[config.mk]
export PLATFORM = sky130hd
export DESIGN_NAME = fsq_host
export DESIGN_NICKNAME = d
export VERILOG_FILES = /design/src/fsq_pkg.sv /design/src/fsq_bus_cycle.sv /design/src/fsq_host.sv
export SDC_FILE = /design/constraint.sdc
export NUM_CORES = 1
export LEC_CHECK = 0
export BUFFER_PORTS_ARGS = -buffer_cell sky130_fd_sc_hd__buf_2
export CAP_MARGIN = 10
export CORE_MARGIN = 2
export CORE_UTILIZATION = 56
export CTS_BUF_LIST = sky130_fd_sc_hd__clkbuf_2
export CTS_CLUSTER_DIAMETER = 150
export CTS_CLUSTER_SIZE = 30
export DETAILED_ROUTE_END_ITERATION = 8
export PLACE_DENSITY = 0.83
export SYNTH_ARGS = -nofsm -noshare
export SYNTH_HDL_FRONTEND = slang
export SYNTH_SLANG_ARGS = --single-unit
[constraint.sdc]
create_clock -name clk_sys_i -period 3.81 [get_ports clk_sys_i]
set_input_delay 0.381 -clock clk_sys_i [delete_from_list [all_inputs] [get_ports clk_sys_i]]
set_output_delay 0.381 -clock clk_sys_i [all_outputs]
set_load 0.005 [all_outputs]
[src/fsq_pkg.sv]
// fsq_pkg: command codes, status bit positions and bus timing for the flash host sequencer.
// assumes a 10 MHz system clock; all timing counts derive from it.
package fsq_pkg;
  localparam int unsigned CLK_PERIOD_NS = 100;
  // strobe, supply and reset timing, ns as printed
  localparam int unsigned T_WP_NS       = 100;
  localparam int unsigned T_WPH_NS      = 30;
  localparam int unsigned T_ACC_NS      = 100;
  localparam int unsigned T_VPS_NS      = 200;
  localparam int unsigned T_RS_NS       = 1000;
  localparam int unsigned T_REL_NS      = 200;
  // least times round up to whole cycles
  localparam int unsigned WP_CYC  = (T_WP_NS + CLK_PERIOD_NS - 1) / CLK_PERIOD_NS;
  localparam int unsigned WPH_CYC = (T_WPH_NS + CLK_PERIOD_NS - 1) / CLK_PERIOD_NS;
  localparam int unsigned ACC_CYC = (T_ACC_NS + CLK_PERIOD_NS - 1) / CLK_PERIOD_NS + 1;
  localparam int unsigned VPS_CYC = (T_VPS_NS + CLK_PERIOD_NS - 1) / CLK_PERIOD_NS;
  localparam int unsigned RS_CYC  = (T_RS_NS + CLK_PERIOD_NS - 1) / CLK_PERIOD_NS;
  localparam int unsigned REL_CYC = (T_REL_NS + CLK_PERIOD_NS - 1) / CLK_PERIOD_NS;
  localparam int unsigned CNT_W   = 8;

  // command codes
  localparam logic [7:0] CMD_READ_ARRAY   = 8'hFF;
  localparam logic [7:0] CMD_IDENTIFY     = 8'h90;
  localparam logic [7:0] CMD_READ_STATUS  = 8'h70;
  localparam logic [7:0] CMD_CLEAR_STATUS = 8'h50;
  localparam logic [7:0] CMD_ERASE_SETUP  = 8'h20;
  localparam logic [7:0] CMD_CONFIRM      = 8'hD0;
  localparam logic [7:0] CMD_WRITE_SETUP  = 8'h40;
  localparam logic [7:0] CMD_WRITE_ALT    = 8'h10;
  localparam logic [7:0] CMD_SUSPEND      = 8'hB0;
  localparam logic [15:0] NULL_WORD       = 16'hFFFF;
  localparam logic [7:0]  NULL_BYTE       = 8'hFF;
  localparam logic [17:0] IDENT_ADDR_MAKER = 18'h00000;
  localparam logic [17:0] IDENT_ADDR_PART  = 18'h00001;

  // status bit positions
  localparam int unsigned ENGINE_READY_BIT   = 7;
  localparam int unsigned SUSPEND_FLAG_BIT   = 6;
  localparam int unsigned ERASE_FAIL_BIT     = 5;
  localparam int unsigned WRITE_FAIL_BIT     = 4;
  localparam int unsigned SUPPLY_MISSING_BIT = 3;

  // user operations
  typedef enum logic [2:0] {
    FSQ_OP_READ,
    FSQ_OP_PROGRAM,
    FSQ_OP_ERASE,
    FSQ_OP_SUSPEND,
    FSQ_OP_RESUME,
    FSQ_OP_CLEAR,
    FSQ_OP_IDENT,
    FSQ_OP_ABORT
  } fsq_op_e;
endpackage

[src/fsq_bus_cycle.sv]
// fsq_bus_cycle: one timed write or read strobe cycle on the flash pins.
// assumes data/address are held stable by the caller while busy_o is high.
`timescale 1ns/10ps
module fsq_bus_cycle (
  input  wire logic        clk_sys_i,
  input  wire logic        rst_b_i,
  input  wire logic        start_i,
  input  wire logic        is_read_i,
  input  wire logic [15:0] dq_sync_i,
  output logic             busy_o,
  output logic             done_o,
  output logic             we_b_o,
  output logic             oe_b_o,
  output logic             ce_b_o,
  output logic             dq_oe_o,
  output logic [15:0]      rdata_o
);
  typedef enum logic [1:0] {FSQ_BC_IDLE, FSQ_BC_STROBE, FSQ_BC_RECOVER} fsq_bc_e;
  typedef struct packed {
    fsq_bc_e                   st;
    logic [fsq_pkg::CNT_W-1:0] cnt;
    logic                      rd;
    logic                      done;
    logic [15:0]               data;
    logic                      sel_on;
    logic                      wr_on;
    logic                      rd_on;
    logic                      drv;
  } fsq_bc_s;
  fsq_bc_s s_q, s_d;

  always_comb begin
    s_d      = s_q;
    s_d.done = 1'b0;
    case (s_q.st)
      FSQ_BC_IDLE: begin
        if (start_i) begin
          s_d.st  = FSQ_BC_STROBE;
          s_d.rd  = is_read_i;
          // read waits access time plus two sync stages
          s_d.cnt = is_read_i ? fsq_pkg::CNT_W'(fsq_pkg::ACC_CYC + 2)
                              : fsq_pkg::CNT_W'(fsq_pkg::WP_CYC);
        end
      end
      FSQ_BC_STROBE: begin
        if (s_q.cnt > 1) begin
          s_d.cnt = s_q.cnt - 1'b1;
        end else begin
          if (s_q.rd) begin
            s_d.data = dq_sync_i;
          end
          s_d.st  = FSQ_BC_RECOVER;
          s_d.cnt = fsq_pkg::CNT_W'(fsq_pkg::WPH_CYC);
        end
      end
      FSQ_BC_RECOVER: begin
        if (s_q.cnt > 1) begin
          s_d.cnt = s_q.cnt - 1'b1;
        end else begin
          s_d.st   = FSQ_BC_IDLE;
          s_d.done = 1'b1;
        end
      end
      default: s_d.st = FSQ_BC_IDLE;
    endcase
    // pin strobes come straight from flops: a state and mode change cannot glitch them
    s_d.sel_on = (s_d.st == FSQ_BC_STROBE);
    s_d.wr_on  = (s_d.st == FSQ_BC_STROBE) && !s_d.rd;
    s_d.rd_on  = (s_d.st == FSQ_BC_STROBE) && s_d.rd;
    s_d.drv    = (s_d.st != FSQ_BC_IDLE) && !s_d.rd;
  end

  always_ff @(posedge clk_sys_i) begin
    if (!rst_b_i) begin
      s_q <= '0;
    end else begin
      s_q <= s_d;
    end
  end

  // strobes rise at the end of the strobe phase: data latched on that edge
  assign busy_o  = (s_q.st != FSQ_BC_IDLE);
  assign done_o  = s_q.done;
  assign ce_b_o  = !s_q.sel_on;
  assign we_b_o  = !s_q.wr_on;
  assign oe_b_o  = !s_q.rd_on;
  assign dq_oe_o = s_q.drv;
  assign rdata_o = s_q.data;
endmodule

[src/fsq_host.sv]
// fsq_host: host-side sequencer driving a parallel flash through its command pins.
// assumes flash pins are asynchronous; dq input is synchronised before use.
// Notes on behaviour
// - after write setup alone, writing all ones cancels the program.
// - erase is 20H any address, then D0H inside block with supply high.
// - keep programming supply high until engine ready reads one.
// - boot block erase raises unlock level together with programming supply.
// - in suspension only locations outside the erasing block are read.
// - programming supply stays high throughout erase suspension; an abort op drops it even while suspended.
// - failure bits stay set until clear-status command 50H.
// - after erase, write FFH before reading array data.
// - several operations may run before a status check.
// - program is setup 40H or 10H, then address and data.
// - FFH returns the device to array read from any mode; the model ignores it while programming or erasing.
`timescale 1ns/10ps
module fsq_host #(
  parameter int unsigned POLL_LIMIT = 65535
) (
  input  wire logic        clk_sys_i,
  input  wire logic        rst_b_i,
  // user side
  input  wire logic        req_valid_i,
  input  wire logic [2:0]  req_op_i,
  input  wire logic [17:0] req_addr_i,
  input  wire logic [15:0] req_data_i,
  input  wire logic        req_word_i,
  input  wire logic        req_boot_i,
  output logic             req_ready_o,
  output logic             rsp_valid_o,
  output logic [15:0]      rsp_data_o,
  output logic [7:0]       rsp_status_o,
  output logic [2:0]       rsp_error_o,
  output logic             rsp_timeout_o,
  output logic             erase_suspended_o,
  // flash pins
  output logic [17:0]      fl_addr_o,
  output logic [15:0]      fl_dq_o,
  output logic             fl_dq_oe_o,
  input  wire logic [15:0] fl_dq_i,
  output logic             fl_ce_b_o,
  output logic             fl_we_b_o,
  output logic             fl_oe_b_o,
  output logic             fl_word_o,
  output logic             fl_vpp_high_o,
  output logic             fl_boot_unlock_o,
  output logic             fl_rst_b_o
);
  initial begin
    if (POLL_LIMIT < 2 || POLL_LIMIT > 32'hFFFF_FFF0) begin
      $error("fsq_host: POLL_LIMIT out of range");
    end
  end

  typedef enum logic [3:0] {
    FSQ_RESET, FSQ_IDLE, FSQ_CMD, FSQ_DATA, FSQ_SETTLE, FSQ_POLL,
    FSQ_READ, FSQ_RELOCK, FSQ_DONE
  } fsq_state_e;

  typedef struct packed {
    fsq_state_e  st;
    logic [2:0]  op;
    logic [17:0] addr;
    logic [15:0] data;
    logic        word;
    logic        boot;
    logic        susp;
    logic        vpp;
    logic        unlock;
    logic        rst_pin;
    logic [31:0] cnt;
    logic [15:0] dq;
    logic [17:0] pin_addr;
    logic [15:0] rdata;
    logic [7:0]  status;
    logic        rvalid;
    logic        tmo;
    logic        go;
    logic        go_rd;
    logic [1:0]  step;
  } fsq_s;
  fsq_s s_q, s_d;

  logic [15:0] dq_meta_q, dq_sync_q;
  logic        bc_busy, bc_done, bc_dq_oe;
  logic [15:0] bc_rdata;

  always_ff @(posedge clk_sys_i) begin
    dq_meta_q <= fl_dq_i;
    dq_sync_q <= dq_meta_q;
  end

  fsq_bus_cycle u_cycle (
    .clk_sys_i (clk_sys_i),
    .rst_b_i   (rst_b_i),
    .start_i   (s_q.go),
    .is_read_i (s_q.go_rd),
    .dq_sync_i (dq_sync_q),
    .busy_o    (bc_busy),
    .done_o    (bc_done),
    .we_b_o    (fl_we_b_o),
    .oe_b_o    (fl_oe_b_o),
    .ce_b_o    (fl_ce_b_o),
    .dq_oe_o   (bc_dq_oe),
    .rdata_o   (bc_rdata)
  );

  // first command byte for each operation
  function automatic logic [7:0] fsq_first_cmd(input logic [2:0] op);
    case (fsq_pkg::fsq_op_e'(op))
      fsq_pkg::FSQ_OP_PROGRAM: fsq_first_cmd = fsq_pkg::CMD_WRITE_SETUP;
      fsq_pkg::FSQ_OP_ABORT:   fsq_first_cmd = fsq_pkg::CMD_WRITE_SETUP;
      fsq_pkg::FSQ_OP_ERASE:   fsq_first_cmd = fsq_pkg::CMD_ERASE_SETUP;
      fsq_pkg::FSQ_OP_SUSPEND: fsq_first_cmd = fsq_pkg::CMD_SUSPEND;
      fsq_pkg::FSQ_OP_RESUME:  fsq_first_cmd = fsq_pkg::CMD_CONFIRM;
      fsq_pkg::FSQ_OP_CLEAR:   fsq_first_cmd = fsq_pkg::CMD_CLEAR_STATUS;
      fsq_pkg::FSQ_OP_IDENT:   fsq_first_cmd = fsq_pkg::CMD_IDENTIFY;
      default:                 fsq_first_cmd = fsq_pkg::CMD_READ_ARRAY;
    endcase
  endfunction

  always_comb begin
    s_d        = s_q;
    s_d.go     = 1'b0;
    s_d.rvalid = 1'b0;
    case (s_q.st)
      FSQ_RESET: begin
        // hold flash reset low, then wait recovery before first strobe
        s_d.rst_pin = 1'b0;
        s_d.cnt     = s_q.cnt + 1'b1;
        if (s_q.cnt >= 32'(fsq_pkg::RS_CYC)) begin
          s_d.rst_pin = 1'b1;
        end
        if (s_q.cnt >= 32'(2 * fsq_pkg::RS_CYC)) begin
          s_d.rst_pin = 1'b1;
          s_d.st      = FSQ_IDLE;
        end
      end
      FSQ_IDLE: begin
        if (req_valid_i) begin
          s_d.op   = req_op_i;
          s_d.addr = req_addr_i;
          s_d.data = req_data_i;
          s_d.word = req_word_i;
          s_d.boot = req_boot_i;
          s_d.tmo  = 1'b0;
          s_d.dq   = {8'h00, fsq_first_cmd(req_op_i)};
          s_d.pin_addr = 18'h00000;
          // raise supply ahead of the cycle that needs it
          if (req_op_i == 3'(fsq_pkg::FSQ_OP_PROGRAM) ||
              req_op_i == 3'(fsq_pkg::FSQ_OP_ERASE)) begin
            s_d.vpp    = 1'b1;
            s_d.unlock = req_boot_i;
          end
          s_d.go    = 1'b1;
          s_d.go_rd = 1'b0;
          s_d.st    = FSQ_CMD;
        end
      end
      FSQ_CMD: begin
        if (bc_done) begin
          case (fsq_pkg::fsq_op_e'(s_q.op))
            fsq_pkg::FSQ_OP_PROGRAM, fsq_pkg::FSQ_OP_ERASE, fsq_pkg::FSQ_OP_ABORT: begin
              s_d.pin_addr = s_q.addr;
              if (s_q.op == 3'(fsq_pkg::FSQ_OP_ERASE)) begin
                s_d.dq = {8'h00, fsq_pkg::CMD_CONFIRM};
              end else if (s_q.op == 3'(fsq_pkg::FSQ_OP_ABORT)) begin
                s_d.dq = s_q.word ? fsq_pkg::NULL_WORD
                                  : {8'h00, fsq_pkg::NULL_BYTE};
              end else begin
                s_d.dq = s_q.data;
              end
              s_d.cnt = 32'(fsq_pkg::VPS_CYC);
              s_d.st  = FSQ_DATA;
            end
            fsq_pkg::FSQ_OP_SUSPEND: begin
              s_d.cnt = 32'h0;
              s_d.st  = FSQ_SETTLE;
            end
            fsq_pkg::FSQ_OP_RESUME: begin
              s_d.susp = 1'b0;
              s_d.cnt  = 32'h0;
              s_d.st   = FSQ_SETTLE;
            end
            fsq_pkg::FSQ_OP_READ, fsq_pkg::FSQ_OP_IDENT: begin
              s_d.pin_addr = (s_q.op == 3'(fsq_pkg::FSQ_OP_IDENT))
                ? (s_q.addr[0] ? fsq_pkg::IDENT_ADDR_PART
                               : fsq_pkg::IDENT_ADDR_MAKER)
                : s_q.addr;
              s_d.go    = 1'b1;
              s_d.go_rd = 1'b1;
              s_d.st    = FSQ_READ;
            end
            default: begin
              s_d.st = FSQ_DONE;
            end
          endcase
        end
      end
      FSQ_DATA: begin
        // supply setup time before the latching strobe
        if (s_q.cnt > 0) begin
          s_d.cnt = s_q.cnt - 1'b1;
        end else begin
          s_d.go    = 1'b1;
          s_d.go_rd = 1'b0;
          s_d.st    = FSQ_SETTLE;
        end
      end
      FSQ_SETTLE: begin
        if (!bc_busy && !s_q.go) begin
          s_d.cnt = 32'h0;
          // abort performs no programming, so there is nothing to poll
          s_d.st  = (s_q.op == 3'(fsq_pkg::FSQ_OP_ABORT)) ? FSQ_DONE : FSQ_POLL;
          if (s_q.op == 3'(fsq_pkg::FSQ_OP_ABORT)) begin
            s_d.vpp = 1'b0;
          end else begin
            s_d.go    = 1'b1;
            s_d.go_rd = 1'b1;
          end
        end
      end
      FSQ_POLL: begin
        // device shows status on reads while busy; no command is sent
        if (bc_done) begin
          s_d.status = bc_rdata[7:0];
          s_d.cnt    = s_q.cnt + 1'b1;
          if (bc_rdata[fsq_pkg::ENGINE_READY_BIT]) begin
            if (s_q.op == 3'(fsq_pkg::FSQ_OP_SUSPEND)) begin
              s_d.susp = bc_rdata[fsq_pkg::SUSPEND_FLAG_BIT];
              s_d.st   = FSQ_DONE;
            end else begin
              s_d.cnt = 32'(fsq_pkg::REL_CYC);
              s_d.st  = FSQ_RELOCK;
            end
          end else if (s_q.cnt >= 32'(POLL_LIMIT)) begin
            // supply kept high: a stuck device is reported, not abandoned
            s_d.tmo = 1'b1;
            s_d.st  = FSQ_DONE;
          end else begin
            s_d.go    = 1'b1;
            s_d.go_rd = 1'b1;
          end
        end
      end
      FSQ_RELOCK: begin
        s_d.unlock = 1'b0;
        // supply stays high while erase is merely suspended
        s_d.vpp = s_q.susp;
        if (s_q.cnt > 0) begin
          s_d.cnt = s_q.cnt - 1'b1;
        end else begin
          s_d.st = FSQ_DONE;
        end
      end
      FSQ_READ: begin
        if (bc_done) begin
          s_d.rdata = bc_rdata;
          s_d.st    = FSQ_DONE;
        end
      end
      FSQ_DONE: begin
        s_d.rvalid = 1'b1;
        s_d.st     = FSQ_IDLE;
      end
      default: s_d.st = FSQ_IDLE;
    endcase
  end

  always_ff @(posedge clk_sys_i) begin
    if (!rst_b_i) begin
      s_q <= '0;
    end else begin
      s_q <= s_d;
    end
  end

  assign req_ready_o       = (s_q.st == FSQ_IDLE);
  assign rsp_valid_o       = s_q.rvalid;
  assign rsp_data_o        = s_q.rdata;
  assign rsp_status_o      = s_q.status;
  // erase-fail, write-fail, supply-missing; sticky in the device
  assign rsp_error_o       = {s_q.status[fsq_pkg::ERASE_FAIL_BIT],
                              s_q.status[fsq_pkg::WRITE_FAIL_BIT],
                              s_q.status[fsq_pkg::SUPPLY_MISSING_BIT]};
  assign rsp_timeout_o     = s_q.tmo;
  assign erase_suspended_o = s_q.susp;
  assign fl_addr_o         = s_q.pin_addr;
  assign fl_dq_o           = s_q.dq;
  assign fl_dq_oe_o        = bc_dq_oe;
  assign fl_word_o         = s_q.word;
  assign fl_vpp_high_o     = s_q.vpp;
  assign fl_boot_unlock_o  = s_q.unlock;
  assign fl_rst_b_o        = s_q.rst_pin;
endmodule

==> flow_metrics.tcl, run 1 <==
set metrics [dict create \
    synth-main-ff-cell "dfxtp_1" \
    wl_met1_um 10700 \
    fin_cells 1515 \
    tns_ns 0 \
    final_antenna_net_count 0 \
    maxSlewViolCount 0 \
    clkTransAtPathRegs_ns 0.59 \
    hold_viol 0 \
    grt_overflow 0 \
    p_sw_share_pct 41.7 \
    start_kind "flip-flop" \
    register_area_um2 4080 \
    place.gp.congestion 0.942 \
    area_delta_synth_final_pct 9.27 \
    critPathCaptureType "flip-flop" \
    yosys.area.top_type "dfxtp_1" \
    avgViaCountPerCell 5.98 \
    die_area_um2 18500 \
    worst_pin_slew_ns 0.874 \
    cts_max_level 1 \
    multiInputGateArea_um2 4820 \
    die_h_um 136 \
    setup_ws_ns 0.892 \
    hold_class "primary input to flip-flop" \
    yosysSeqAreaShare_pct 41.7 \
    syn-num-nets 1288 \
    critPathMaxFanout 31 \
    ioPinCount 131 \
    period_share_pct 76.6 \
    met3WireLength_um 1630 \
    pre_cts_ws_ns 1.01 \
    synth_common_cells "204 x dfxtp_1, 201 x nand2_1, 134 x a21oi_1, 112 x nor2_1, 64 x buf_4" \
    post-cts-setup-buffers 0 \
    grt_pass1_vias 8240 \
    max_stage_delay_ns 0.58 \
    status "complete, no violations" \
    root_buffer "clkbuf_2" \
    drt_iter0_markers 870 \
    rsz0062_at_grt "no" \
    chipWidth_um 136 \
    ys_ff_latch 204 \
    dr_total_vias 9063 \
    cts_buffers 10 \
    yosys_warnings 0 \
    fin_crit_ns 2.92 \
    cp.required_ns 4.62 \
    crit_type "flip-flop to flip-flop" \
    seq_power_share_pct 45.0 \
    p_int_uw 3340 \
    clk_latency_ns 0.84 \
    crit_chain "or4_1 > nor2_1 > and4_1 > a211o_2 > a2111oi_0 > a211oi_1" \
    cts_tree "yes" \
    clockBufferDepth 3 \
    holdCritStartpoint "req_valid_i" \
    pwr-share-comb_pct 41.6 \
    drt-total-wl_um 24600 \
    placedCellCount 1446 \
    synthDistinctLibCells 75 \
    crit_path_top_delay_cell "or4_1" \
    skew_ns 0.0646 \
    grt_pass1_wl_um 39900 \
    drc 0 \
    synth_edf_count 0 \
    grt_antenna_before_repair 1 \
    drtPass1Iterations 7 \
    layout.nets 1357 \
    p_switching_uw 2390 \
    fin_total_pwr_uw 5730 \
    netlist_area_um2 9780 \
    coreArea_um2 17200 \
    p_leak_uw 0.00408 \
    row_count 48 \
    worstPathArrival_ns 3.73 \
    wl_met2_um 11500 \
    place_hpwl_um 16000 \
    crit_start "s_q[80]" \
    grt_max_degree 85 \
    maxCapViolations 0 \
    drive_gt1_share_pct 14.4 \
    syn_avg_cell_area_um2 8.02 \
    grt_util_all_layers_pct 26.0 \
    fin_hold_ws_ns 0.112 \
    vdd_drop_max_mv 0.411 \
    setup_viol 0 \
    regToRegStartpoint "s_q[80]" \
    max_freq_mhz 343 \
    slew_headroom_pct 41.7 \
    start_util_pct 57.0 \
    async_flop_share_pct 0 \
    top_layer "met4" \
    wire_per_inst_um 16.2 \
    portBuffers 130 \
    cts_sinks 204 \
    synth_most_common_cell "dfxtp_1" \
    synth_cells 1220 \
    nFillCells 1498 \
    synth.top_cells.by_area "dfxtp_1 42%, nand2_1 7.7%, a21oi_1 6.9%" \
    p_clk_share_pct 13.3 \
    p_per_area_nw_per_um2 536 \
    synth_top_area_share_pct 41.7 \
]
through the flow:
stage | utilization [%] | area, µm²
after floorplan | - | 9780
after global placement | 58.4 | 10000
after detailed placement | 58.4 | 10000
after CTS | 62.2 | 10700
after global routing | 62.2 | 10700
final | 62.2 | 10700
registers in the layout (all words and copies together) (netlist names), 8 cells and up:
name             flops
dq_meta_q           16
dq_sync_q           16
fl_addr_o           18
u_cycle.s_q         14
s_q                 75
rsp_data_o          16
rsp_status_o         8
fl_dq_o             16
u_cycle.rdata_o     16
path summary, 6_finish.rpt:
path,to,cells after the start,slack [ns]
worst min-delay path,fl_boot_unlock_o,5,0.11
worst max-delay path,s_q[94],6,0.89
worst max register to register,s_q[94],6,0.89
worst min register to register,dq_sync_q[10],0,0.33
logic make-up (layout without fill, tap and decap cells):
kind of cell	after synthesis	count (layout)	share of synthesized area, %
buffers and inverters	165	234	9.21
AOI/OAI and AO/OA	316	316	20.4
xor gates and xnor gates	13	13	1.16
adders and majority gates	10	10	1.28
other	0	1	0
and+or+nand+nor	488	488	23.7
muxes	24	24	2.47
DFF	204	204	41.7
layer usage:
metal / GRT usage, % / up-vias
met5: 0 / -
met4: 9.03 / 0
met3: 3.50 / 64
met2: 42.3 / 399
met1: 35.4 / 4215
li1: - / 4385
final cells by class:
type / count / area share (%)
antenna: 1 / 0.0234
clock buffer: 10 / 0.468
clock inverter: 2 / 0.363
inverter: 20 / 0.726
multi-input combinational: 851 / 45.1
sequential: 204 / 38.2
tap: 225 / 2.63
timing repair buffer: 202 / 12.5
placed cells by master, fill, tap and decap left out, drive strengths merged, types with 11 or more instances in the layout:
master,netlist,layout
o22ai,11,11
nand2,201,201
nor2,112,112
nor4,22,22
a211oi,12,12
a21oi,134,134
nand3,35,35
mux2i,23,23
buf,87,146
nand4,18,18
or3,14,14
dfxtp,204,204
inv,20,20
a31oi,11,11
nor3,24,24
a22oi,25,25
o21ai,48,48
dlygate4sd3,0,56
worst max-delay path: cells and delay by family (launching register included):
kind	cells	cell delay (ns)
AND/OR/NAND/NOR	3	1.42
AO/OA/AOI/OAI	3	0.96
flip-flops	1	0.49
timing repair:
| item | 4_1_cts | 5_1_grt |
|---|---|---|
| resized for setup | 0 | 0 |
| hold buffers | 56 | 0 |
| endpoints found under the hold margin | 62 | 0 |
power by group through the flow:
stage	Clock (µW)	Combinational (µW)	Sequential (µW)
after floorplan	0	1840	2490
after global placement	0	2230	2590
after detailed placement	0	2270	2600
after CTS	779	2330	2570
after global routing	846	2620	2620
final	764	2390	2580
Power figures use the tool's default switching activity.
==> run 2: changes to the inputs <==
Settings changed: ABC_AREA set to 1.
Clock period 3.81 ns to 2.9 ns, I/O delays scaled along.
==> run 2 against run 1 <==
- synthesized cell count rose by 24%
- sequential cell count did not move
- setup slack got worse by 0.50 ns
- largest power group is now combinational logic
- register-to-register slack got worse by 0.50 ns
- via count rose by 10%
- sequential share of layout area fell by 1.5 points
==> flow_metrics.tcl, run 2 <==
set metrics [dict create \
    status "complete, no violations" \
    p_switching_uw 3870 \
    hold_class "primary input to flip-flop" \
    layout.nets 1665 \
    final_antenna_net_count 0 \
    coreArea_um2 17900 \
    wire_per_inst_um 15.2 \
    ioPinCount 131 \
    synth_compound_gate_area_share_pct 15.9 \
    vdd_drop_max_mv 0.579 \
    critPathMaxFanout 29 \
    worstPathArrival_ns 3.29 \
    root_buffer "clkbuf_2" \
    max_freq_mhz 399 \
    drt-total-wl_um 27700 \
    drt_iter0_markers 871 \
    synth_most_common_cell "nand2_1" \
    p_clk_share_pct 10.7 \
    synth_top_area_share_pct 40.0 \
    nFillCells 1634 \
    start_util_pct 57.0 \
    largest_reg_flops 75 \
    synthXorXnorAreaFrac_pct 1.20 \
    clkTransAtPathRegs_ns 0.52 \
    max_stage_delay_ns 0.55 \
    yosys.area.top_type "dfxtp_1" \
    cts_buffers 10 \
    die_area_um2 19300 \
    grt_antenna_before_repair 1 \
    clk_latency_ns 0.82 \
    maxCapViolations 0 \
    rsz0062_at_grt "no" \
    use_met2_pct 48.5 \
    crit_path_top_delay_cell "dlygate4sd3_1" \
    synth-main-ff-cell "dfxtp_1" \
    r2r_cells 10 \
    crit_chain "inv_2 > nor2_1 > nand2_1 > nor2_1 > buf_4 > nand2_1 > inv_1 > nand2_1 > dlygate4sd3_1 > a211oi_1" \
    synth_edf_count 0 \
    grt_util_all_layers_pct 28.4 \
    yosys_warnings 0 \
    crit_start "s_q[139]" \
    grtUsageMet3_pct 4.25 \
    syn_avg_cell_area_um2 6.75 \
    cts_max_level 1 \
    hold_path_depth 5 \
    place.gp.congestion 0.987 \
    critPathBufInv 4 \
    maxSlewViolCount 0 \
    tns_ns 0 \
    place_hpwl_um 19100 \
    syn-num-nets 1580 \
    reg2reg_to "fl_boot_unlock_o" \
    setup_viol 0 \
    p_leak_uw 0.00484 \
    slew_headroom_pct 50.9 \
    top_register "s_q" \
    synth_cells 1512 \
    grt_max_degree 58 \
    drc 0 \
    fin_hold_ws_ns 0.0498 \
    p_int_uw 4560 \
    hold-path-endpoint "s_q[136]" \
    seq_power_share_pct 42.5 \
    clockBufferDepth 3 \
    cts_sinks 204 \
    p_sw_share_pct 45.9 \
    netlist_area_um2 10200 \
    fin_crit_ns 2.51 \
    worst_pin_slew_ns 0.734 \
    p_per_area_nw_per_um2 758 \
    synth_fa_ha_area_share_pct 1.23 \
    async_flop_share_pct 0 \
    placedCellCount 1757 \
    synthDistinctLibCells 39 \
    grt_pass1_wl_um 46500 \
    post-cts-setup-buffers 0 \
    crit_type "flip-flop to flip-flop" \
    use_met1_pct 36.9 \
    fin_total_pwr_uw 8430 \
    path_depth 10 \
    grt_pass1_vias 9599 \
    yosysSeqAreaShare_pct 40.0 \
    portBuffers 130 \
    drive_gt1_share_pct 11.5 \
    regToRegStartpoint "s_q[139]" \
    chipWidth_um 139 \
    avgViaCountPerCell 5.48 \
    final_common_cell "nand2_1" \
    die_h_um 139 \
    period_share_pct 86.5 \
    dr_total_vias 10000 \
    drtPass1Iterations 6 \
    hold_viol 0 \
    area_delta_synth_final_pct 8.88 \
    skew_ns 0.0506 \
    grt_overflow 0 \
    ys_ff_latch 204 \
    reg2reg_slack_ns 0.39 \
    synth_mux_area_share_pct 0 \
    fin_cells 1827 \
    pwr-share-comb_pct 46.8 \
    cts_resized 0 \
    holdCritStartpoint "req_valid_i" \
    synth.top_cells.by_area "dfxtp_1 40%, nand2_1 10%, nor2_1 8.5%" \
    final_cell_mix "281 x nand2_1, 232 x nor2_1, 204 x dfxtp_1" \
    synth-simple-area-share_pct 28.1 \
    synth_common_cells "281 x nand2_1, 232 x nor2_1, 204 x dfxtp_1, 154 x inv_1, 149 x o21ai_0" \
    critPathCaptureType "flip-flop" \
    cp.required_ns 3.68 \
    synth_top_family_by_area "simple AND/OR/NAND/NOR gates" \
    row_count 49 \
    cts_tree "yes" \
    top_usage_layer "met2" \
    start_kind "flip-flop" \
    critical_path.top_delay_family "buffers and inverters" \
    cpMostUsedCell "nand2_1" \
]
run 2: cell types whose count changed after synthesis, sizes merged, moves of 14 or more:
cell / previous run / this run
inv: 20 / 156
nor2: 112 / 239
o21ai: 48 / 155
nand2: 201 / 284
nand3: 35 / 114
a22oi: 25 / 1
mux2i: 23 / 0
nor4: 22 / 3
clkbuf: 58 / 43
or3: 14 / 0
run 2: per-stage QoR:
stage / setup WS (ns) / util [%] / instance area, µm²
finish: 0.393 / 62.1 / 11100
floorplan: 1.10 / - / 10200
detailed placement: 0.613 / 58.5 / 10500
global route: 0.121 / 62.1 / 11100
CTS: 0.452 / 62.1 / 11100
global placement: 0.622 / 58.5 / 10500
run 2: how the worst max path moves through the flow:
stage,slack [ns],to
floorplan,1.10,u_cycle.s_q[27]
global placement,0.62,s_q[139]
detailed placement,0.61,s_q[139]
CTS,0.45,fl_boot_unlock_o
global route,0.12,fl_boot_unlock_o
finish,0.39,fl_boot_unlock_o
run 2: cells by family after synthesis:
| group | count (synthesis) |
|---|---|
| adders and majority gates | 10 |
| and+or+nand+nor | 687 |
| DFF | 204 |
| AOI/OAI and AO/OA | 307 |
| buffers and inverters | 290 |
| xor gates and xnor gates | 14 |
run 2: power groups by stage:
stage | Clock, µW | Sequential [µW] | Combinational, µW
finish | 903 | 3580 | 3940
global route | 1020 | 3640 | 4450
CTS | 921 | 3570 | 3880
detailed placement | 0 | 3610 | 3800
global placement | 0 | 3590 | 3750
floorplan | 0 | 3430 | 3110
run 2: tightest hold or removal path, stage by stage:
cell	delay (ns)
buf_2	0.09
inv_1	0.06
nor2_1	0.05
buf_4	0.22
a21oi_1	0.16
run 2: area by class of cell:
| class | count | area [µm²] | area share (%) |
|---|---|---|---|
| Inverter | 159 | 597 | 5.37 |
| Antenna cell | 1 | 2.50 | 0.0225 |
| Clock buffer | 11 | 55.1 | 0.495 |
| Sequential cell | 204 | 4080 | 36.7 |
| Timing Repair Buffer | 204 | 1350 | 12.1 |
| Clock inverter | 1 | 8.76 | 0.0788 |
| Multi-Input combinational cell | 1018 | 4740 | 42.6 |
| Tap cell | 229 | 287 | 2.58 |
run 2: routing by layer:
metal | share of wire [%] | up-vias
met5 | 0 | -
met4 | 3.1 | 0
met3 | 7.3 | 78
met2 | 47 | 428
met1 | 43 | 4520
li1 | - | 4980
run 2: repair_timing:
item / CTS / global route
endpoints found under the setup margin: 0 / 0
hold endpoints to repair: 89 / 0
hold buffers: 57 / 0
==> run 3: changes to the inputs <==
Settings changed: REMOVE_ABC_BUFFERS set to 1.
==> run 3 against run 2 <==
- first-iteration DRC count up 17%
- critical path type unchanged
- die area is the same
- sequential cell count is the same
- largest cell class unchanged
- clock skew is 0.080 ns higher
==> flow_metrics.tcl, run 3 (synthesis gave the netlist of run 2 again) <==
set metrics [dict create \
    tns_ns 0 \
    wire_per_inst_um 14.8 \
    chipWidth_um 139 \
    grt_util_all_layers_pct 27.9 \
    row_count 49 \
    clkTransAtPathRegs_ns 0.51 \
    rsz0062_at_grt "no" \
    cts_sinks 204 \
    avgViaCountPerCell 5.46 \
    cts_resized 0 \
    grt_max_degree 106 \
    final_antenna_net_count 0 \
    cts_max_level 1 \
    top_register "s_q" \
    drt-total-wl_um 27700 \
    grt_overflow 0 \
    clockBufferDepth 3 \
    p_leak_uw 0.00506 \
    root_buffer "clkbuf_2" \
    use_met2_pct 47.3 \
    period_share_pct 93.0 \
    use_met1_pct 36.9 \
    coreArea_um2 17900 \
    portBuffers 130 \
    top_usage_layer "met2" \
    grtUsageMet3_pct 3.38 \
    max_freq_mhz 371 \
    die_h_um 139 \
    start_kind "flip-flop" \
    hold_buffers 96 \
    cts_tree "yes" \
    hold_viol 0 \
    maxCapViolations 0 \
    grt_pass1_vias 9502 \
    p_per_area_nw_per_um2 743 \
    finish.utilization_pct 64.3 \
    skew_ns 0.130 \
    grt_pass1_wl_um 45900 \
    critPathCaptureType "flip-flop" \
    clk_latency_ns 0.88 \
    hold_class "primary input to flip-flop" \
    ioPinCount 131 \
    post-cts-setup-buffers 0 \
    drive_gt1_share_pct 11.1 \
    drc 0 \
    start_util_pct 57.0 \
    dr_total_vias 10200 \
    area_delta_synth_final_pct 12.8 \
    slew_headroom_pct 45.8 \
    final_cell_mix "281 x nand2_1, 232 x nor2_1, 204 x dfxtp_1" \
    grt_antenna_before_repair 1 \
    worst_pin_slew_ns 0.810 \
    critPathMaxFanout 5 \
    worstPathArrival_ns 3.50 \
    largest_reg_flops 75 \
    vdd_drop_max_mv 0.578 \
    crit_type "flip-flop to flip-flop" \
    cp.required_ns 3.70 \
    place.gp.congestion 0.979 \
    place_hpwl_um 17500 \
    final_common_cell "nand2_1" \
    drt_iter0_markers 1021 \
    layout.nets 1702 \
    fin_crit_ns 2.70 \
    setup_viol 0 \
    cts_buffers 10 \
    maxSlewViolCount 0 \
    status "complete, no violations" \
    drtPass1Iterations 6 \
    die_area_um2 19300 \
]
run 3: final timing paths:
check          startpoint               end  slack [ns]  cells after the start
min reg2reg  dq_meta_q[4]      dq_sync_q[4]        0.32                      0
min           fl_dq_i[15]     dq_meta_q[15]        0.07                      2
max reg2reg      s_q[139]  fl_boot_unlock_o        0.20                     10
max              s_q[139]  fl_boot_unlock_o        0.20                     10
run 3: critical path: stages (launching register included):
cell           delay, ns
dfxtp_1             0.52
inv_2               0.09
nor2_1              0.14
nand2_1             0.11
nor2_1              0.19
nand2_1             0.13
inv_1               0.10
nand2_1             0.06
dlygate4sd3_1       0.56
a211oi_1            0.21
dlygate4sd3_1       0.59
run 3: cell type report:
type,instances,area (µm²)
Timing Repair Buffer,241,1750
Clock buffer,11,55.1
Tap cell,229,287
Antenna cell,1,2.50
Multi-Input combinational cell,1018,4740
Clock inverter,1,8.76
Fill cell,1529,6380
Sequential cell,204,4080
Inverter,159,597
run 3: through the flow:
step	cells	total power (µW)	hold WS, ns	instance area, µm²	setup slack [ns]
final	1864	8560	0.0712	11500	0.203
after global routing	1864	9240	0.0230	11500	0.0233
after CTS	1863	8460	0.0277	11500	0.307
after detailed placement	1755	7350	0.312	10500	0.647
after global placement	1755	7260	0.310	10500	0.742
after floorplan	1381	6180	0.310	9420	0.287
run 3: routing by layer:
metal	vias to the layer above	part of all wire (%)	wire length (µm)
li1	5051	-	-
met1	4571	43	11800
met2	483	46	12800
met3	67	7.8	2160
met4	0	3.3	909
met5	-	0	0
run 3: power breakdown:
part | total, µW | internal, µW | switching [µW]
sequential | 3600 | 3220 | 384
clock | 922 | 105 | 817
combinational | 4030 | 1370 | 2670
